File: src/jtap_pkg.sv
// Shared constants, state encoding and next-state function of the test access port
package jtap_pkg;

  // Controller states, one-hot
  typedef enum logic [15:0] {
    ST_TLR    = 16'h0001,
    ST_RTI    = 16'h0002,
    ST_SEL_DR = 16'h0004,
    ST_CAP_DR = 16'h0008,
    ST_SH_DR  = 16'h0010,
    ST_EX1_DR = 16'h0020,
    ST_PA_DR  = 16'h0040,
    ST_EX2_DR = 16'h0080,
    ST_UPD_DR = 16'h0100,
    ST_SEL_IR = 16'h0200,
    ST_CAP_IR = 16'h0400,
    ST_SH_IR  = 16'h0800,
    ST_EX1_IR = 16'h1000,
    ST_PA_IR  = 16'h2000,
    ST_EX2_IR = 16'h4000,
    ST_UPD_IR = 16'h8000
  } jtap_state_t;

  // Register sizes
  localparam int IR_W = 3;
  localparam int BSC_LEN = 98;
  localparam int IDR_W = 32;

  // Instruction codes and fixed capture pattern
  localparam logic [IR_W-1:0] INSTR_EXTEST = 3'h0;
  localparam logic [IR_W-1:0] INSTR_SAMPLE = 3'h4;
  localparam logic [IR_W-1:0] INSTR_IDCODE = 3'h6;
  localparam logic [IR_W-1:0] INSTR_BYPASS = 3'h7;
  localparam logic [IR_W-1:0] IR_CAPTURE = 3'h4;

  // Identification value; arbitrary, bit 0 must stay set
  localparam logic [IDR_W-1:0] ID_CODE_VALUE = 32'h0A5A_5001;

  // Link timing: system clock period and test clock period
  localparam int SYS_CLK_NS = 40;
  localparam int TCK_PERIOD_NS = 320;
  localparam int TCK_HALF_CYC = (TCK_PERIOD_NS / SYS_CLK_NS) / 2;
  localparam logic [7:0] TCK_HALF_CNT = 8'(TCK_HALF_CYC);

  // Next state on a rising edge of the test clock
  function automatic jtap_state_t jtap_next(input jtap_state_t cur, input logic tms);
    jtap_state_t nxt;
    nxt = ST_TLR;
    unique case (cur)
      ST_TLR:    nxt = tms ? ST_TLR : ST_RTI;
      ST_RTI:    nxt = tms ? ST_SEL_DR : ST_RTI;
      ST_SEL_DR: nxt = tms ? ST_SEL_IR : ST_CAP_DR;
      ST_CAP_DR: nxt = tms ? ST_EX1_DR : ST_SH_DR;
      ST_SH_DR:  nxt = tms ? ST_EX1_DR : ST_SH_DR;
      ST_EX1_DR: nxt = tms ? ST_UPD_DR : ST_PA_DR;
      ST_PA_DR:  nxt = tms ? ST_EX2_DR : ST_PA_DR;
      ST_EX2_DR: nxt = tms ? ST_UPD_DR : ST_SH_DR;
      ST_UPD_DR: nxt = tms ? ST_SEL_DR : ST_RTI;
      ST_SEL_IR: nxt = tms ? ST_TLR : ST_CAP_IR;
      ST_CAP_IR: nxt = tms ? ST_EX1_IR : ST_SH_IR;
      ST_SH_IR:  nxt = tms ? ST_EX1_IR : ST_SH_IR;
      ST_EX1_IR: nxt = tms ? ST_UPD_IR : ST_PA_IR;
      ST_PA_IR:  nxt = tms ? ST_EX2_IR : ST_PA_IR;
      ST_EX2_IR: nxt = tms ? ST_UPD_IR : ST_SH_IR;
      ST_UPD_IR: nxt = tms ? ST_SEL_DR : ST_RTI;
      // Illegal code falls back to reset state
      default:   nxt = ST_TLR;
    endcase
    return nxt;
  endfunction : jtap_next

endpackage : jtap_pkg
File: src/jtap_link_if.sv
// Four-wire test port link between tester end and device end
`timescale 1ns/100ps
`default_nettype none
interface jtap_link_if;
  logic tck;
  logic tms;
  logic tdi;
  logic tdo;
  logic tdo_oe;
  logic tdo_line;

  // Undriven serial output reads as pulled high
  assign tdo_line = tdo_oe ? tdo : 1'b1;

  modport dev (
    input tck,
    input tms,
    input tdi,
    output tdo,
    output tdo_oe
  );

  modport host (
    output tck,
    output tms,
    output tdi,
    input tdo_line
  );
endinterface : jtap_link_if
`default_nettype wire

File: src/jtap_dev.sv
// Device end: test access port controller with instruction, bypass, id and boundary chains
// What this block does
// - Capture-DR loads pins under extest or sample
// - Registers without parallel input hold on capture
// - Capture-DR goes to Exit1-DR or Shift-DR
// - Shift-DR moves selected register one stage
// - Shift-DR stays on low, exits on high
// - Exit1-DR to Update-DR or Pause-DR, no change
// - Pause-DR holds; high moves to Exit2-DR
// - Exit2-DR to Update-DR or back to Shift-DR
// - Update-DR latches chain output on falling edge
// - Chain output changes only in Update-DR
// - Select-IR to Capture-IR or Test-Logic-Reset
// - Capture-IR loads fixed pattern 100
// - Capture-IR goes to Exit1-IR or Shift-IR
// - Shift-IR shifts instruction; high exits
// - Exit1-IR to Update-IR or Pause-IR
// - Pause-IR holds; high moves to Exit2-IR
// - Exit2-IR to Update-IR or back to Shift-IR
// - Update-IR latches instruction on falling edge
// - Five high TMS edges or reset reach Test-Logic-Reset
// - Run-Test/Idle holds on low, high to Select-DR
// - Select-DR to Capture-DR or Select-IR
`timescale 1ns/100ps
`default_nettype none
module jtap_dev (
  input wire logic sys_clk,
  input wire logic rst_b,
  jtap_link_if.dev link,
  input wire logic [jtap_pkg::BSC_LEN-1:0] pin_in,
  output logic [jtap_pkg::BSC_LEN-1:0] bsc_out,
  output jtap_pkg::jtap_state_t tap_state,
  output logic [jtap_pkg::IR_W-1:0] cur_instr
);

  // Synchroniser stages for the link pins and the parallel pins
  logic tck_s1_ff;
  logic tck_s2_ff;
  logic tck_s3_ff;
  logic tms_s1_ff;
  logic tms_s2_ff;
  logic tdi_s1_ff;
  logic tdi_s2_ff;
  logic [jtap_pkg::BSC_LEN-1:0] pin_s1_ff;
  logic [jtap_pkg::BSC_LEN-1:0] pin_s2_ff;

  // Edge strobes of the test clock
  logic tck_rise;
  logic tck_fall;

  // Controller and scan registers
  jtap_pkg::jtap_state_t state_ff;
  logic [jtap_pkg::IR_W-1:0] ir_shift_ff;
  logic [jtap_pkg::IR_W-1:0] ir_ff;
  logic bypass_ff;
  logic [jtap_pkg::IDR_W-1:0] idr_ff;
  logic [jtap_pkg::BSC_LEN-1:0] bsc_shift_ff;
  logic [jtap_pkg::BSC_LEN-1:0] bsc_out_ff;
  logic tdo_ff;
  logic tdo_oe_ff;

  // Selection decoded from the current instruction
  logic sel_bsc;
  logic sel_idr;
  logic tdo_src;

  // Outputs
  assign link.tdo = tdo_ff;
  assign link.tdo_oe = tdo_oe_ff;
  assign bsc_out = bsc_out_ff;
  assign tap_state = state_ff;
  assign cur_instr = ir_ff;

  // Two flops per pin before any logic; third tck flop only for edge finding
  always_ff @(posedge sys_clk or negedge rst_b)
  begin
    if (!rst_b)
    begin
      tck_s1_ff <= 1'b0;
      tck_s2_ff <= 1'b0;
      tck_s3_ff <= 1'b0;
      tms_s1_ff <= 1'b1;
      tms_s2_ff <= 1'b1;
      tdi_s1_ff <= 1'b1;
      tdi_s2_ff <= 1'b1;
    end
    else
    begin
      tck_s1_ff <= link.tck;
      tck_s2_ff <= tck_s1_ff;
      tck_s3_ff <= tck_s2_ff;
      tms_s1_ff <= link.tms;
      tms_s2_ff <= tms_s1_ff;
      tdi_s1_ff <= link.tdi;
      tdi_s2_ff <= tdi_s1_ff;
    end
  end

  // Pins are asynchronous; two flops keep a moving pin out of the capture
  always_ff @(posedge sys_clk or negedge rst_b)
  begin
    if (!rst_b)
    begin
      pin_s1_ff <= '0;
      pin_s2_ff <= '0;
    end
    else
    begin
      pin_s1_ff <= pin_in;
      pin_s2_ff <= pin_s1_ff;
    end
  end

  // TMS and TDI pass the same depth as TCK, so they line up with the edge
  assign tck_rise = tck_s2_ff & ~tck_s3_ff;
  assign tck_fall = ~tck_s2_ff & tck_s3_ff;

  // Unknown codes fall to the bypass bit so the chain never breaks
  assign sel_bsc = (ir_ff == jtap_pkg::INSTR_EXTEST) || (ir_ff == jtap_pkg::INSTR_SAMPLE);
  assign sel_idr = (ir_ff == jtap_pkg::INSTR_IDCODE);

  // Controller steps only on the rising edge of the test clock
  always_ff @(posedge sys_clk or negedge rst_b)
  begin
    if (!rst_b)
      state_ff <= jtap_pkg::ST_TLR;
    else if (tck_rise)
      state_ff <= jtap_pkg::jtap_next(state_ff, tms_s2_ff);
  end

  // Instruction shift path: capture fixed pattern, shift LSB first, else hold
  always_ff @(posedge sys_clk or negedge rst_b)
  begin
    if (!rst_b)
      ir_shift_ff <= jtap_pkg::IR_CAPTURE;
    else if (tck_rise)
    begin
      if (state_ff == jtap_pkg::ST_CAP_IR)
        ir_shift_ff <= jtap_pkg::IR_CAPTURE;
      else if (state_ff == jtap_pkg::ST_SH_IR)
        ir_shift_ff <= {tdi_s2_ff, ir_shift_ff[jtap_pkg::IR_W-1:1]};
    end
  end

  // Current instruction: forced to the id code in reset, latched on the falling edge
  always_ff @(posedge sys_clk or negedge rst_b)
  begin
    if (!rst_b)
      ir_ff <= jtap_pkg::INSTR_IDCODE;
    else if (state_ff == jtap_pkg::ST_TLR)
      ir_ff <= jtap_pkg::INSTR_IDCODE;
    else if (tck_fall && state_ff == jtap_pkg::ST_UPD_IR)
      ir_ff <= ir_shift_ff;
  end

  // Bypass bit has no parallel input, so capture leaves it alone
  always_ff @(posedge sys_clk or negedge rst_b)
  begin
    if (!rst_b)
      bypass_ff <= 1'b0;
    else if (tck_rise && state_ff == jtap_pkg::ST_SH_DR && !sel_bsc && !sel_idr)
      bypass_ff <= tdi_s2_ff;
  end

  // Identification register reloads its fixed value on capture
  always_ff @(posedge sys_clk or negedge rst_b)
  begin
    if (!rst_b)
      idr_ff <= jtap_pkg::ID_CODE_VALUE;
    else if (tck_rise && sel_idr)
    begin
      if (state_ff == jtap_pkg::ST_CAP_DR)
        idr_ff <= jtap_pkg::ID_CODE_VALUE;
      else if (state_ff == jtap_pkg::ST_SH_DR)
        idr_ff <= {tdi_s2_ff, idr_ff[jtap_pkg::IDR_W-1:1]};
    end
  end

  // Boundary chain shift path: pins captured, then shifted toward TDO
  always_ff @(posedge sys_clk or negedge rst_b)
  begin
    if (!rst_b)
      bsc_shift_ff <= '0;
    else if (tck_rise && sel_bsc)
    begin
      if (state_ff == jtap_pkg::ST_CAP_DR)
        bsc_shift_ff <= pin_s2_ff;
      else if (state_ff == jtap_pkg::ST_SH_DR)
        bsc_shift_ff <= {tdi_s2_ff, bsc_shift_ff[jtap_pkg::BSC_LEN-1:1]};
    end
  end

  // Latched chain output; pins see no ripple while new data shifts in
  always_ff @(posedge sys_clk or negedge rst_b)
  begin
    if (!rst_b)
      bsc_out_ff <= '0;
    else if (tck_fall && sel_bsc && state_ff == jtap_pkg::ST_UPD_DR)
      bsc_out_ff <= bsc_shift_ff;
  end

  // Serial output source by state and instruction
  always_comb
  begin
    if (state_ff == jtap_pkg::ST_SH_IR)
      tdo_src = ir_shift_ff[0];
    else if (sel_bsc)
      tdo_src = bsc_shift_ff[0];
    else if (sel_idr)
      tdo_src = idr_ff[0];
    else
      tdo_src = bypass_ff;
  end

  // TDO moves on the falling edge so the tester can take it late in the next high phase
  always_ff @(posedge sys_clk or negedge rst_b)
  begin
    if (!rst_b)
    begin
      tdo_ff <= 1'b0;
      tdo_oe_ff <= 1'b0;
    end
    else if (tck_fall)
    begin
      tdo_ff <= tdo_src;
      tdo_oe_ff <= (state_ff == jtap_pkg::ST_SH_DR) || (state_ff == jtap_pkg::ST_SH_IR);
    end
  end

endmodule : jtap_dev
`default_nettype wire

File: src/flat_wrapper.sv
// flat-port wrapper written by rule: the top's interface ports become plain ports
module jtap_dev_flat 
  (sys_clk, rst_b, pin_in, bsc_out, tap_state, cur_instr, link_tck, link_tms, link_tdi, link_tdo, link_tdo_oe);
  jtap_link_if link_i ();
  input wire logic sys_clk;
  input wire logic rst_b;
  input wire logic [jtap_pkg::BSC_LEN-1:0] pin_in;
  output logic [jtap_pkg::BSC_LEN-1:0] bsc_out;
  output jtap_pkg::jtap_state_t tap_state;
  output logic [jtap_pkg::IR_W-1:0] cur_instr;
  input wire logic [$bits(link_i.tck)-1:0] link_tck;
  input wire logic [$bits(link_i.tms)-1:0] link_tms;
  input wire logic [$bits(link_i.tdi)-1:0] link_tdi;
  output wire logic [$bits(link_i.tdo)-1:0] link_tdo;
  output wire logic [$bits(link_i.tdo_oe)-1:0] link_tdo_oe;
  assign link_i.tck = link_tck;
  assign link_i.tms = link_tms;
  assign link_i.tdi = link_tdi;
  assign link_tdo = link_i.tdo;
  assign link_tdo_oe = link_i.tdo_oe;
  jtap_dev u_core (.sys_clk(sys_clk), .rst_b(rst_b), .link(link_i), .pin_in(pin_in), .bsc_out(bsc_out), .tap_state(tap_state), .cur_instr(cur_instr));
endmodule
File: config.mk
export PLATFORM = sky130hd
export DESIGN_NAME = jtap_dev_flat
export DESIGN_NICKNAME = d
export VERILOG_FILES = /design/src/jtap_pkg.sv /design/src/jtap_link_if.sv /design/src/jtap_dev.sv /design/src/flat_wrapper.sv
export SDC_FILE = /design/constraint.sdc
export NUM_CORES = 1
export LEC_CHECK = 0
export BUFFER_PORTS_ARGS = -buffer_cell sky130_fd_sc_hd__clkbuf_2
export CAP_MARGIN = 10
export CORE_MARGIN = 2
export CORE_UTILIZATION = 64
export CTS_BUF_LIST = sky130_fd_sc_hd__clkbuf_4
export DETAILED_ROUTE_END_ITERATION = 12
export PLACE_DENSITY_LB_ADDON = 0.1
export SLEW_MARGIN = 20
export SYNTH_ARGS = -nofsm -noshare
export SYNTH_HDL_FRONTEND = slang
export SYNTH_SLANG_ARGS = --single-unit
export TNS_END_PERCENT = 5
File: constraint.sdc
create_clock -name sys_clk -period 6.6 [get_ports sys_clk]
set_input_delay 0.33 -clock sys_clk [delete_from_list [all_inputs] [get_ports sys_clk]]
set_output_delay 0.33 -clock sys_clk [all_outputs]
set_load 0.1 [all_outputs]
# == Yosys cells after proc, flatten, opt, wreduce, memory -nomap -nowiden ==
# Cells that the tools add are included.
# totals
regBits,456
in_bits,103
output_inout_bits,119
# op_classes
eq_ne,18
muxes,24
bitwise_logic,4
reduce_logical,22
# op_table
operator,count
two-way mux 98 bit,2
case mux 16 bit (12 select lines),1
two-way mux 32 bit,2
two-way mux 16 bit,2
two-way mux 9 bit,2
equality test 16 x 1 -> 1 bit (second input constant),1
equality test 16 x 10 -> 1 bit (second input constant),1
equality test 16 x 11 -> 1 bit (second input constant),1
equality test 16 x 12 -> 1 bit (second input constant),1
equality test 16 x 13 -> 1 bit (second input constant),1
equality test 16 x 14 -> 1 bit (second input constant),1
equality test 16 x 15 -> 1 bit (second input constant),1
equality test 16 bit (second input constant),1
equality test 16 x 2 -> 1 bit (second input constant),1
equality test 16 x 3 -> 1 bit (second input constant),1
equality test 16 x 4 -> 1 bit (second input constant),1
equality test 16 x 5 -> 1 bit (second input constant),1
equality test 16 x 6 -> 1 bit (second input constant),1
equality test 16 x 7 -> 1 bit (second input constant),1
equality test 16 x 8 -> 1 bit (second input constant),1
equality test 16 x 9 -> 1 bit (second input constant),1
two-way mux 15 bit,1
two-way mux 3 bit,5
two-way mux 13 bit,1
17 further kinds,36

# == Longest topological paths before layout ==
# Gate-level depths: netlist (run 1).
# depth
word_depth,5
ltp_mapped,9
mapped_depth_nobuf,5

# == Worst setup path before layout (run 1) ==
# Ideal clock, no wire load.
# synth_path
path_kind,register -> register
from,"register u_core.state_ff[14], in the netlist u_core.tap_state[14]"
to,register u_core.bsc_out_ff (netlist bit u_core.bsc_out[77])
setup_ps,126
arrival_time_ps,2615
required_time_ps,6474
setup_slack_ps,3859
path_stages_with_launch,9
n_path_buf,4
cell_sequence,dfrtp_1 > clkbuf_1 > nor4_1 > buf_2 > and3_1 > nand4_2 > buf_2 > buf_4 > mux2_2
# synth_via
elab_chain_len,2
# synth_rtl
item,line_no,text
from (decl),jtap_dev.sv:52,jtap_pkg::jtap_state_t state_ff;
from (signal assigned),jtap_dev.sv:126,state_ff <= jtap_pkg::ST_TLR;
from (signal assigned),jtap_dev.sv:128,"state_ff <= jtap_pkg::jtap_next(state_ff, tms_s2_ff);"
equality test 16 x 9 -> 1 bit,jtap_dev.sv:198,else if (tck_fall && sel_bsc && state_ff == jtap_pkg::ST_UPD_DR)
logical AND 1 bit,jtap_dev.sv:198,
to (signal assigned),jtap_dev.sv:199,bsc_out_ff <= bsc_shift_ff;
to (decl),jtap_dev.sv:58,logic [jtap_pkg::BSC_LEN-1:0] bsc_out_ff;
# No other way between the ends.
# A chain may end at the register's enable or synchronous reset.

# == Final worst setup path (run 1) ==
# layout_path
from,"register u_core.state_ff[5], in the netlist u_core.tap_state[5]"
to,register u_core.bsc_out_ff (netlist bit u_core.bsc_out[93])
# Same word-level chain as after synthesis.

==> impl_metrics.ini, run 1 <==
[run_status]
outcome = finished, final reports clean

[worst_setup_path]
end_kind = flip-flop
r2r_setup_slack_ns = 3.42
crit_type = flip-flop to flip-flop
cp_max_fo = 66
crit_start = u_core.tap_state[5]
r2r-end = u_core.bsc_out[93]
crit_end = u_core.bsc_out[93]
cp.required_ns = 7.18
startpoint_type = flip-flop
cp_data_arrival_time_ns = 3.76
reg2regPathDepth = 5
r2r_start = u_core.tap_state[5]

[die]
initial_utilization_pct = 65.4
dieArea_um2 = 26200
die_w_um = 162
ios = 222
coreArea_um2 = 24400
num_rows = 57
die_h_um = 162

[clocking]
clockBufferDepth = 3
clk-insertion-delay-late_ns = 0.74
clkTransAtPathRegs_ns = 0.07
cts_sinks = 456
cts_resized = 0
cts_tree = yes
h-tree-depth = 3
cts_root_buf = clkbuf_4
cts_buffers = 109

[sta]
finalHoldViolations = 0
rsz0062_at_grt = no
max_slew_margin_pct = 36.9
setup_viol = 0
min_period_over_period_pct = 48.2
post-route-min-period_ns = 3.18
slew_viol_final = 0
skew_ns = 0.0547
setup_tns_ns = 0
worstMarginPinSlew_ns = 0.947
fmax_mhz = 314

[placed_design]
dp_cells = 1742
dp_hpwl_mm = 18.9
io_buffers = 221
place_congestion = 0.901

[global_routing]
grt_max_degree = 197
grt-ovfl-total = 0
grt_pass1_wl_mm = 56.0
grt_pass1_vias = 11200
grt_use_total_pct = 27.1
antenna_found_initial = 1

[route]
antenna_left = 0
drt_iter0_markers = 797
drc = 0
routed_wl_mm = 34.5
routedWlPerCell_um = 16.9
num_vias = 10900
via_per_inst = 5.36
drt_pass1_iterations = 5

[power_and_ir_drop]
cellPowerDensity_nw_per_um2 = 275
peakVddDrop_mv = 0.226
p_leak_uw = 0.00942
p_seq_share_pct = 53.8
clockPowerShare_pct = 40.5
swShare_pct = 24.2
power_switching_uw = 1310
combPwrFrac_pct = 5.6
internal_power_uw = 4090

[logic_synthesis]
yosys_warnings = 0
synth_nets = 1367
syn_inst = 1264
synth_area_leader_cell = dfrtp_1
synth_edf_count = 0
synth_area_um2 = 15900
synth.top_cell.area_share_pct = 68.9
synthTopCellsByCount = dfrtp_1 (439), nand2_1 (272), nor2_1 (118), a31oi_1 (101), mux2_2 (100)
synthMostInstantiatedCell = dfrtp_1
avgSynthCellArea_um2 = 12.6
ys_ff_latch = 456
synth.distinct_cells = 48
yosysSeqAreaShare_pct = 71.7
ys.flop_type = dfrtp_1
async_flop_share_pct = 100
synth_area_leaders = dfrtp_1 (69%), mux2_2 (7.1%), nand2_1 (6.4%)

[finish]
fin_nets = 1734
fin_cells = 2039
area_growth_pct = 23.1
layout-drive-gt1-share_pct = 30.7

[min_path]
hp-class = input port to async pin

[run]
maxCapViolCount = 0
==> state kept, by name (all words and copies together), names as in the netlist <==
signal               flops
u_core.tck_s1_ff         1
u_core.pin_s1_ff        98
u_core.bsc_shift_ff     98
u_core.tms_s1_ff         1
u_core.tdi_s1_ff         1
u_core.cur_instr         3
u_core.link.tdo          1
u_core.tck_s3_ff         1
u_core.ir_shift_ff       3
u_core.tap_state        16
u_core.bypass_ff         1
u_core.bsc_out          98
u_core.tck_s2_ff         1
u_core.idr_ff           32
u_core.link.tdo_oe       1
u_core.tdi_s2_ff         1
u_core.tms_s2_ff         1
u_core.pin_s2_ff        98
==> repair_timing <==
item / 4_1_cts / 5_1_grt
setup endpoints to repair: 0 / 0
buffers inserted: 0 / 0
endpoints found under the hold margin: 186 / 0
hold buffers: 102 / 0
==> cells in the final DEF (no fill, tap or decap), types with 8 or more instances in the layout <==
| cell | instances |
|---|---|
| clkbuf_2 | 220 |
| clkinv_1 | 27 |
| dfstp_2 | 17 |
| dlygate4sd3_1 | 102 |
| buf_4 | 8 |
| nand2_1 | 272 |
| o21ai_0 | 32 |
| o21ai_1 | 12 |
| a31oi_1 | 101 |
| nor2_1 | 117 |
| mux2_2 | 100 |
| clkbuf_4 | 161 |
| dfrtp_1 | 439 |
==> power groups by stage <==
stage	registers (uW)	logic, uW	clock network [uW]
floorplan	2990	97.0	0
global placement	2950	252	0
detailed placement	2960	255	0
CTS	2910	304	2230
global route	2910	333	2410
finish	2910	304	2190
==> area by class of cell <==
cell class	instances	area (um2)
Inverter	7	26.3
Fill cell	1460	4760
Timing Repair Buffer	334	2260
Clock buffer	161	1210
Multi-Input combinational cell	723	4160
Clock inverter	33	139
Antenna cell	1	2.50
Sequential cell	456	11400
Tap cell	324	405
==> kinds of logic after synthesis <==
kind of cell / Yosys count / share of synthesized area (%)
multiplexers: 102 / 7.19
flip-flops: 456 / 71.7
AO/OA/AOI/OAI: 172 / 6.59
XOR/XNOR: 6 / 0.330
buffers and inverters: 85 / 2.37
AND/OR/NAND/NOR: 443 / 11.8
==> how the worst min path moves through the flow <==
stage / startpoint / slack [ns] / endpoint
CTS: rst_b / 0.18 / u_core.pin_s2_ff[62]
global placement: u_core.pin_s1_ff[70] / 0.33 / u_core.pin_s2_ff[70]
global route: pin_in[66] / 0.17 / u_core.pin_s1_ff[66]
floorplan: rst_b / 0.03 / u_core.bsc_out[0]
finish: rst_b / 0.19 / u_core.tap_state[7]
detailed placement: u_core.pin_s1_ff[12] / 0.33 / u_core.pin_s2_ff[12]
==> critical path, cell delays in order (launching register included) <==
cell     delay [ns]
dfrtp_1        0.49
nor4_4         0.62
and3_1         0.30
nand4_4        0.53
buf_4          0.65
mux2_2         0.40
==> through the flow <==
stage	hold slack, ns	total power [uW]	setup WS (ns)	cell area, um2	utilization, %
CTS	0.175	5440	3.43	19600	80.5
floorplan	0.0344	3090	3.86	15900	-
global route	0.174	5650	3.23	19600	80.5
detailed placement	0.335	3210	3.41	17300	70.7
global placement	0.331	3200	3.48	17300	70.7
finish	0.194	5400	3.42	19600	80.5
==> layer usage <==
metal / routed length (um) / GRT usage [%]
met1: 14100 / 35.5
met2: 17200 / 44.1
met3: 2240 / 6.77
met4: 993 / 11.0
met5: 0 / 0
(Power assumes the default switching activity.)
==> run 2: changes to the inputs <==
--- a/config.mk
+++ b/config.mk
@@ -5,10 +5,11 @@
 export SDC_FILE = /design/constraint.sdc
 export NUM_CORES = 1
 export LEC_CHECK = 0
+export ABC_AREA = 1
 export BUFFER_PORTS_ARGS = -buffer_cell sky130_fd_sc_hd__clkbuf_2
 export CAP_MARGIN = 10
 export CORE_MARGIN = 2
-export CORE_UTILIZATION = 64
+export CORE_UTILIZATION = 59
 export CTS_BUF_LIST = sky130_fd_sc_hd__clkbuf_4
 export DETAILED_ROUTE_END_ITERATION = 12
 export PLACE_DENSITY_LB_ADDON = 0.1
==> constraint.sdc (replaced) <==
create_clock -name sys_clk -period 3.2 [get_ports sys_clk]
set_input_delay 0.16 -clock sys_clk [delete_from_list [all_inputs] [get_ports sys_clk]]
set_output_delay 0.16 -clock sys_clk [all_outputs]
set_load 0.1 [all_outputs]
==> impl_metrics.ini, run 2 <==
[run_status]
outcome = finished, final reports clean

[power_and_ir_drop]
internal_power_uw = 8730
swShare_pct = 24.2
power_switching_uw = 2780
peakVddDrop_mv = 0.485
clockPowerShare_pct = 40.4
p_seq_share_pct = 52.2
cellPowerDensity_nw_per_um2 = 577
combPwrFrac_pct = 7.4
p_leak_uw = 0.00950

[route]
drc = 0
drt_pass1_iterations = 5
antenna_left = 0
via_per_inst = 5.02
num_vias = 11600
routed_wl_mm = 32.7
routedWlPerCell_um = 14.2
drt_iter0_markers = 808

[logic_synthesis]
synth_edf_count = 0
synth_area_leader_cell = dfrtp_1
synth_nets = 1601
synth_top_family_by_area = simple AND/OR/NAND/NOR gates
ys.flop_type = dfrtp_1
synth_area_leaders = dfrtp_1 (68%), nand2_1 (9.2%), o21ai_0 (7.0%)
synth_area_um2 = 16100
synthTopCellsByCount = dfrtp_1 (439), nand2_1 (392), o21ai_0 (225), inv_1 (131), o21ai_1 (118)
yosysSeqAreaShare_pct = 71.2
synth.distinct_cells = 28
synthMostInstantiatedCell = dfrtp_1
synth_xor_area_share_pct = 0
syn_inst = 1498
yosys.area_share.simple_pct = 11.6
yosys_warnings = 0
synth-compound-area-share_pct = 11.3
ys_ff_latch = 456
synth.top_cell.area_share_pct = 68.4
yosys.area_share.adder_pct = 0
synth.mux.area_fraction_pct = 0
avgSynthCellArea_um2 = 10.7
async_flop_share_pct = 100

[sta]
setup_viol = 0
setup_tns_ns = 0
rsz0062_at_grt = no
finalHoldViolations = 0
post-route-min-period_ns = 2.72
fmax_mhz = 368
worstMarginPinSlew_ns = 0.764
min_period_over_period_pct = 84.9
max_slew_margin_pct = 49.0
slew_viol_final = 0
skew_ns = 0.0363

[global_routing]
grt_pass1_vias = 11600
grt_max_degree = 119
grt_use_total_pct = 24.1
grt_pass1_wl_mm = 55.1
antenna_found_initial = 2
grt-ovfl-total = 0

[clocking]
cts_buffers = 109
clockBufferDepth = 3
cts_sinks = 456
h-tree-depth = 3
cts_root_buf = clkbuf_4
cts_tree = yes
clkTransAtPathRegs_ns = 0.06
clk-insertion-delay-late_ns = 0.72

[worst_setup_path]
end_kind = flip-flop
cp_data_arrival_time_ns = 3.33
cp_max_fo = 44
slowest_stage = nor2_4
crit_type = flip-flop to flip-flop
cp_common_cell = nand2_1
startpoint_type = flip-flop
cp.required_ns = 3.81
crit_chain = nor2_2 -> nand2_2 -> nor2_2 -> nand3_1 -> nand2_1 -> nand2_1 -> nor2_4 -> buf_12 -> nand2_1 -> o21ai_1
critPathMaxStageDelay_ns = 0.59

[die]
coreArea_um2 = 26900
die_h_um = 169
initial_utilization_pct = 59.8
ios = 222
num_rows = 60
die_w_um = 169
dieArea_um2 = 28600

[finish]
layout-drive-gt1-share_pct = 22.5
area_growth_pct = 24.3
mostFrequentLayoutCells = dfrtp_1 (439), nand2_1 (392), o21ai_0 (225), clkbuf_2 (220), clkbuf_4 (162)
final_common_cell = dfrtp_1
final_area_um2 = 20000
num-fill-cells = 1916
fin_nets = 1984

[min_path]
hp-class = input port to async pin

[placed_design]
place_congestion = 0.862
dp_hpwl_mm = 19.7
io_buffers = 221
dpl_cell_area_um2 = 17500

[run]
maxCapViolCount = 0
run 2: cell types whose count changed after synthesis, sizes merged, moves of 4 or more:
cell	before	now
nor2	118	48
o22ai	2	6
nand2	272	395
nor4b	9	0
a31oi	101	2
o21ai	44	343
mux2	100	0
nand3	6	20
inv	7	132
nor3	7	3
nor4	7	0
a22o	4	0
run 2: path summary, 6_finish.rpt:
path                                       from                 endpoint  slack (ns)  cells past startpoint
setup / recovery           u_core.tap_state[12]  u_core.bsc_shift_ff[54]        0.48                     10
hold / removal                            rst_b     u_core.pin_s2_ff[79]        0.05                      2
setup reg to reg           u_core.tap_state[12]  u_core.bsc_shift_ff[54]        0.48                     10
hold reg to reg            u_core.pin_s1_ff[17]     u_core.pin_s2_ff[17]        0.33                      0
max in group asynchronous                 rst_b      u_core.pin_s1_ff[3]        2.07                      4
min in group sys_clk                 pin_in[26]     u_core.pin_s1_ff[26]        0.08                      2
run 2: area by class of cell:
class	count	area, um2	share of cell area [%]
antenna	2	5.00	0.0251
clock buffer	162	1220	6.09
clock inverter	27	188	0.940
inverter	132	500	2.51
multi-input combinational	834	3680	18.4
sequential	456	11400	57.3
tap	341	427	2.14
timing repair buffer	348	2510	12.6
run 2: power by group through the flow:
| stage | Clock (uW) | Sequential [uW] | Combinational [uW] |
|---|---|---|---|
| after global routing | 5150 | 6020 | 938 |
| after CTS | 4810 | 6010 | 857 |
| final | 4650 | 6010 | 857 |
| after floorplan | 0 | 6310 | 240 |
| after detailed placement | 0 | 6120 | 756 |
| after global placement | 0 | 6110 | 745 |
run 2: logic make-up (layout without fill, tap and decap cells):
family,Yosys count,after routing
other,0,2
AOI/OAI and AO/OA,360,360
DFF,456,456
and+or+nand+nor,474,474
buffers and inverters,208,669
run 2: repair_timing:
item	4_1_cts	5_1_grt
hold endpoints to repair	372	0
hold buffers	102	0
resized for setup	0	0
buffers inserted	0	0
run 2: worst max-delay path: cells and delay by family (launching register included):
family,cells,cell delay [ns]
AOI/OAI and AO/OA,1,0.07
buffers and inverters,1,0.29
DFF,1,0.42
and+or+nand+nor,8,1.81
run 2: per-layer routing:
layer / vias up / global-route usage, % / part of all wire, %
li1: 5629 / - / -
met1: 5497 / 32.0 / 43
met2: 349 / 38.9 / 49
met3: 81 / 4.77 / 4.5
met4: 0 / 11.6 / 3.2
met5: - / 0 / 0
run 2: stage by stage:
stage / setup slack (ns) / hold WS (ns) / total power [uW] / util (%) / std cells
detailed placement: 0.525 / 0.224 / 6870 / 65.2 / 2009
CTS: 0.495 / 0.00642 / 11700 / 74.3 / 2300
floorplan: 0.876 / -0.136 / 6550 / - / 1498
global placement: 0.626 / 0.228 / 6850 / 65.2 / 2009
global route: 0.229 / 0.00456 / 12100 / 74.3 / 2301
finish: 0.483 / 0.0495 / 11500 / 74.3 / 2302
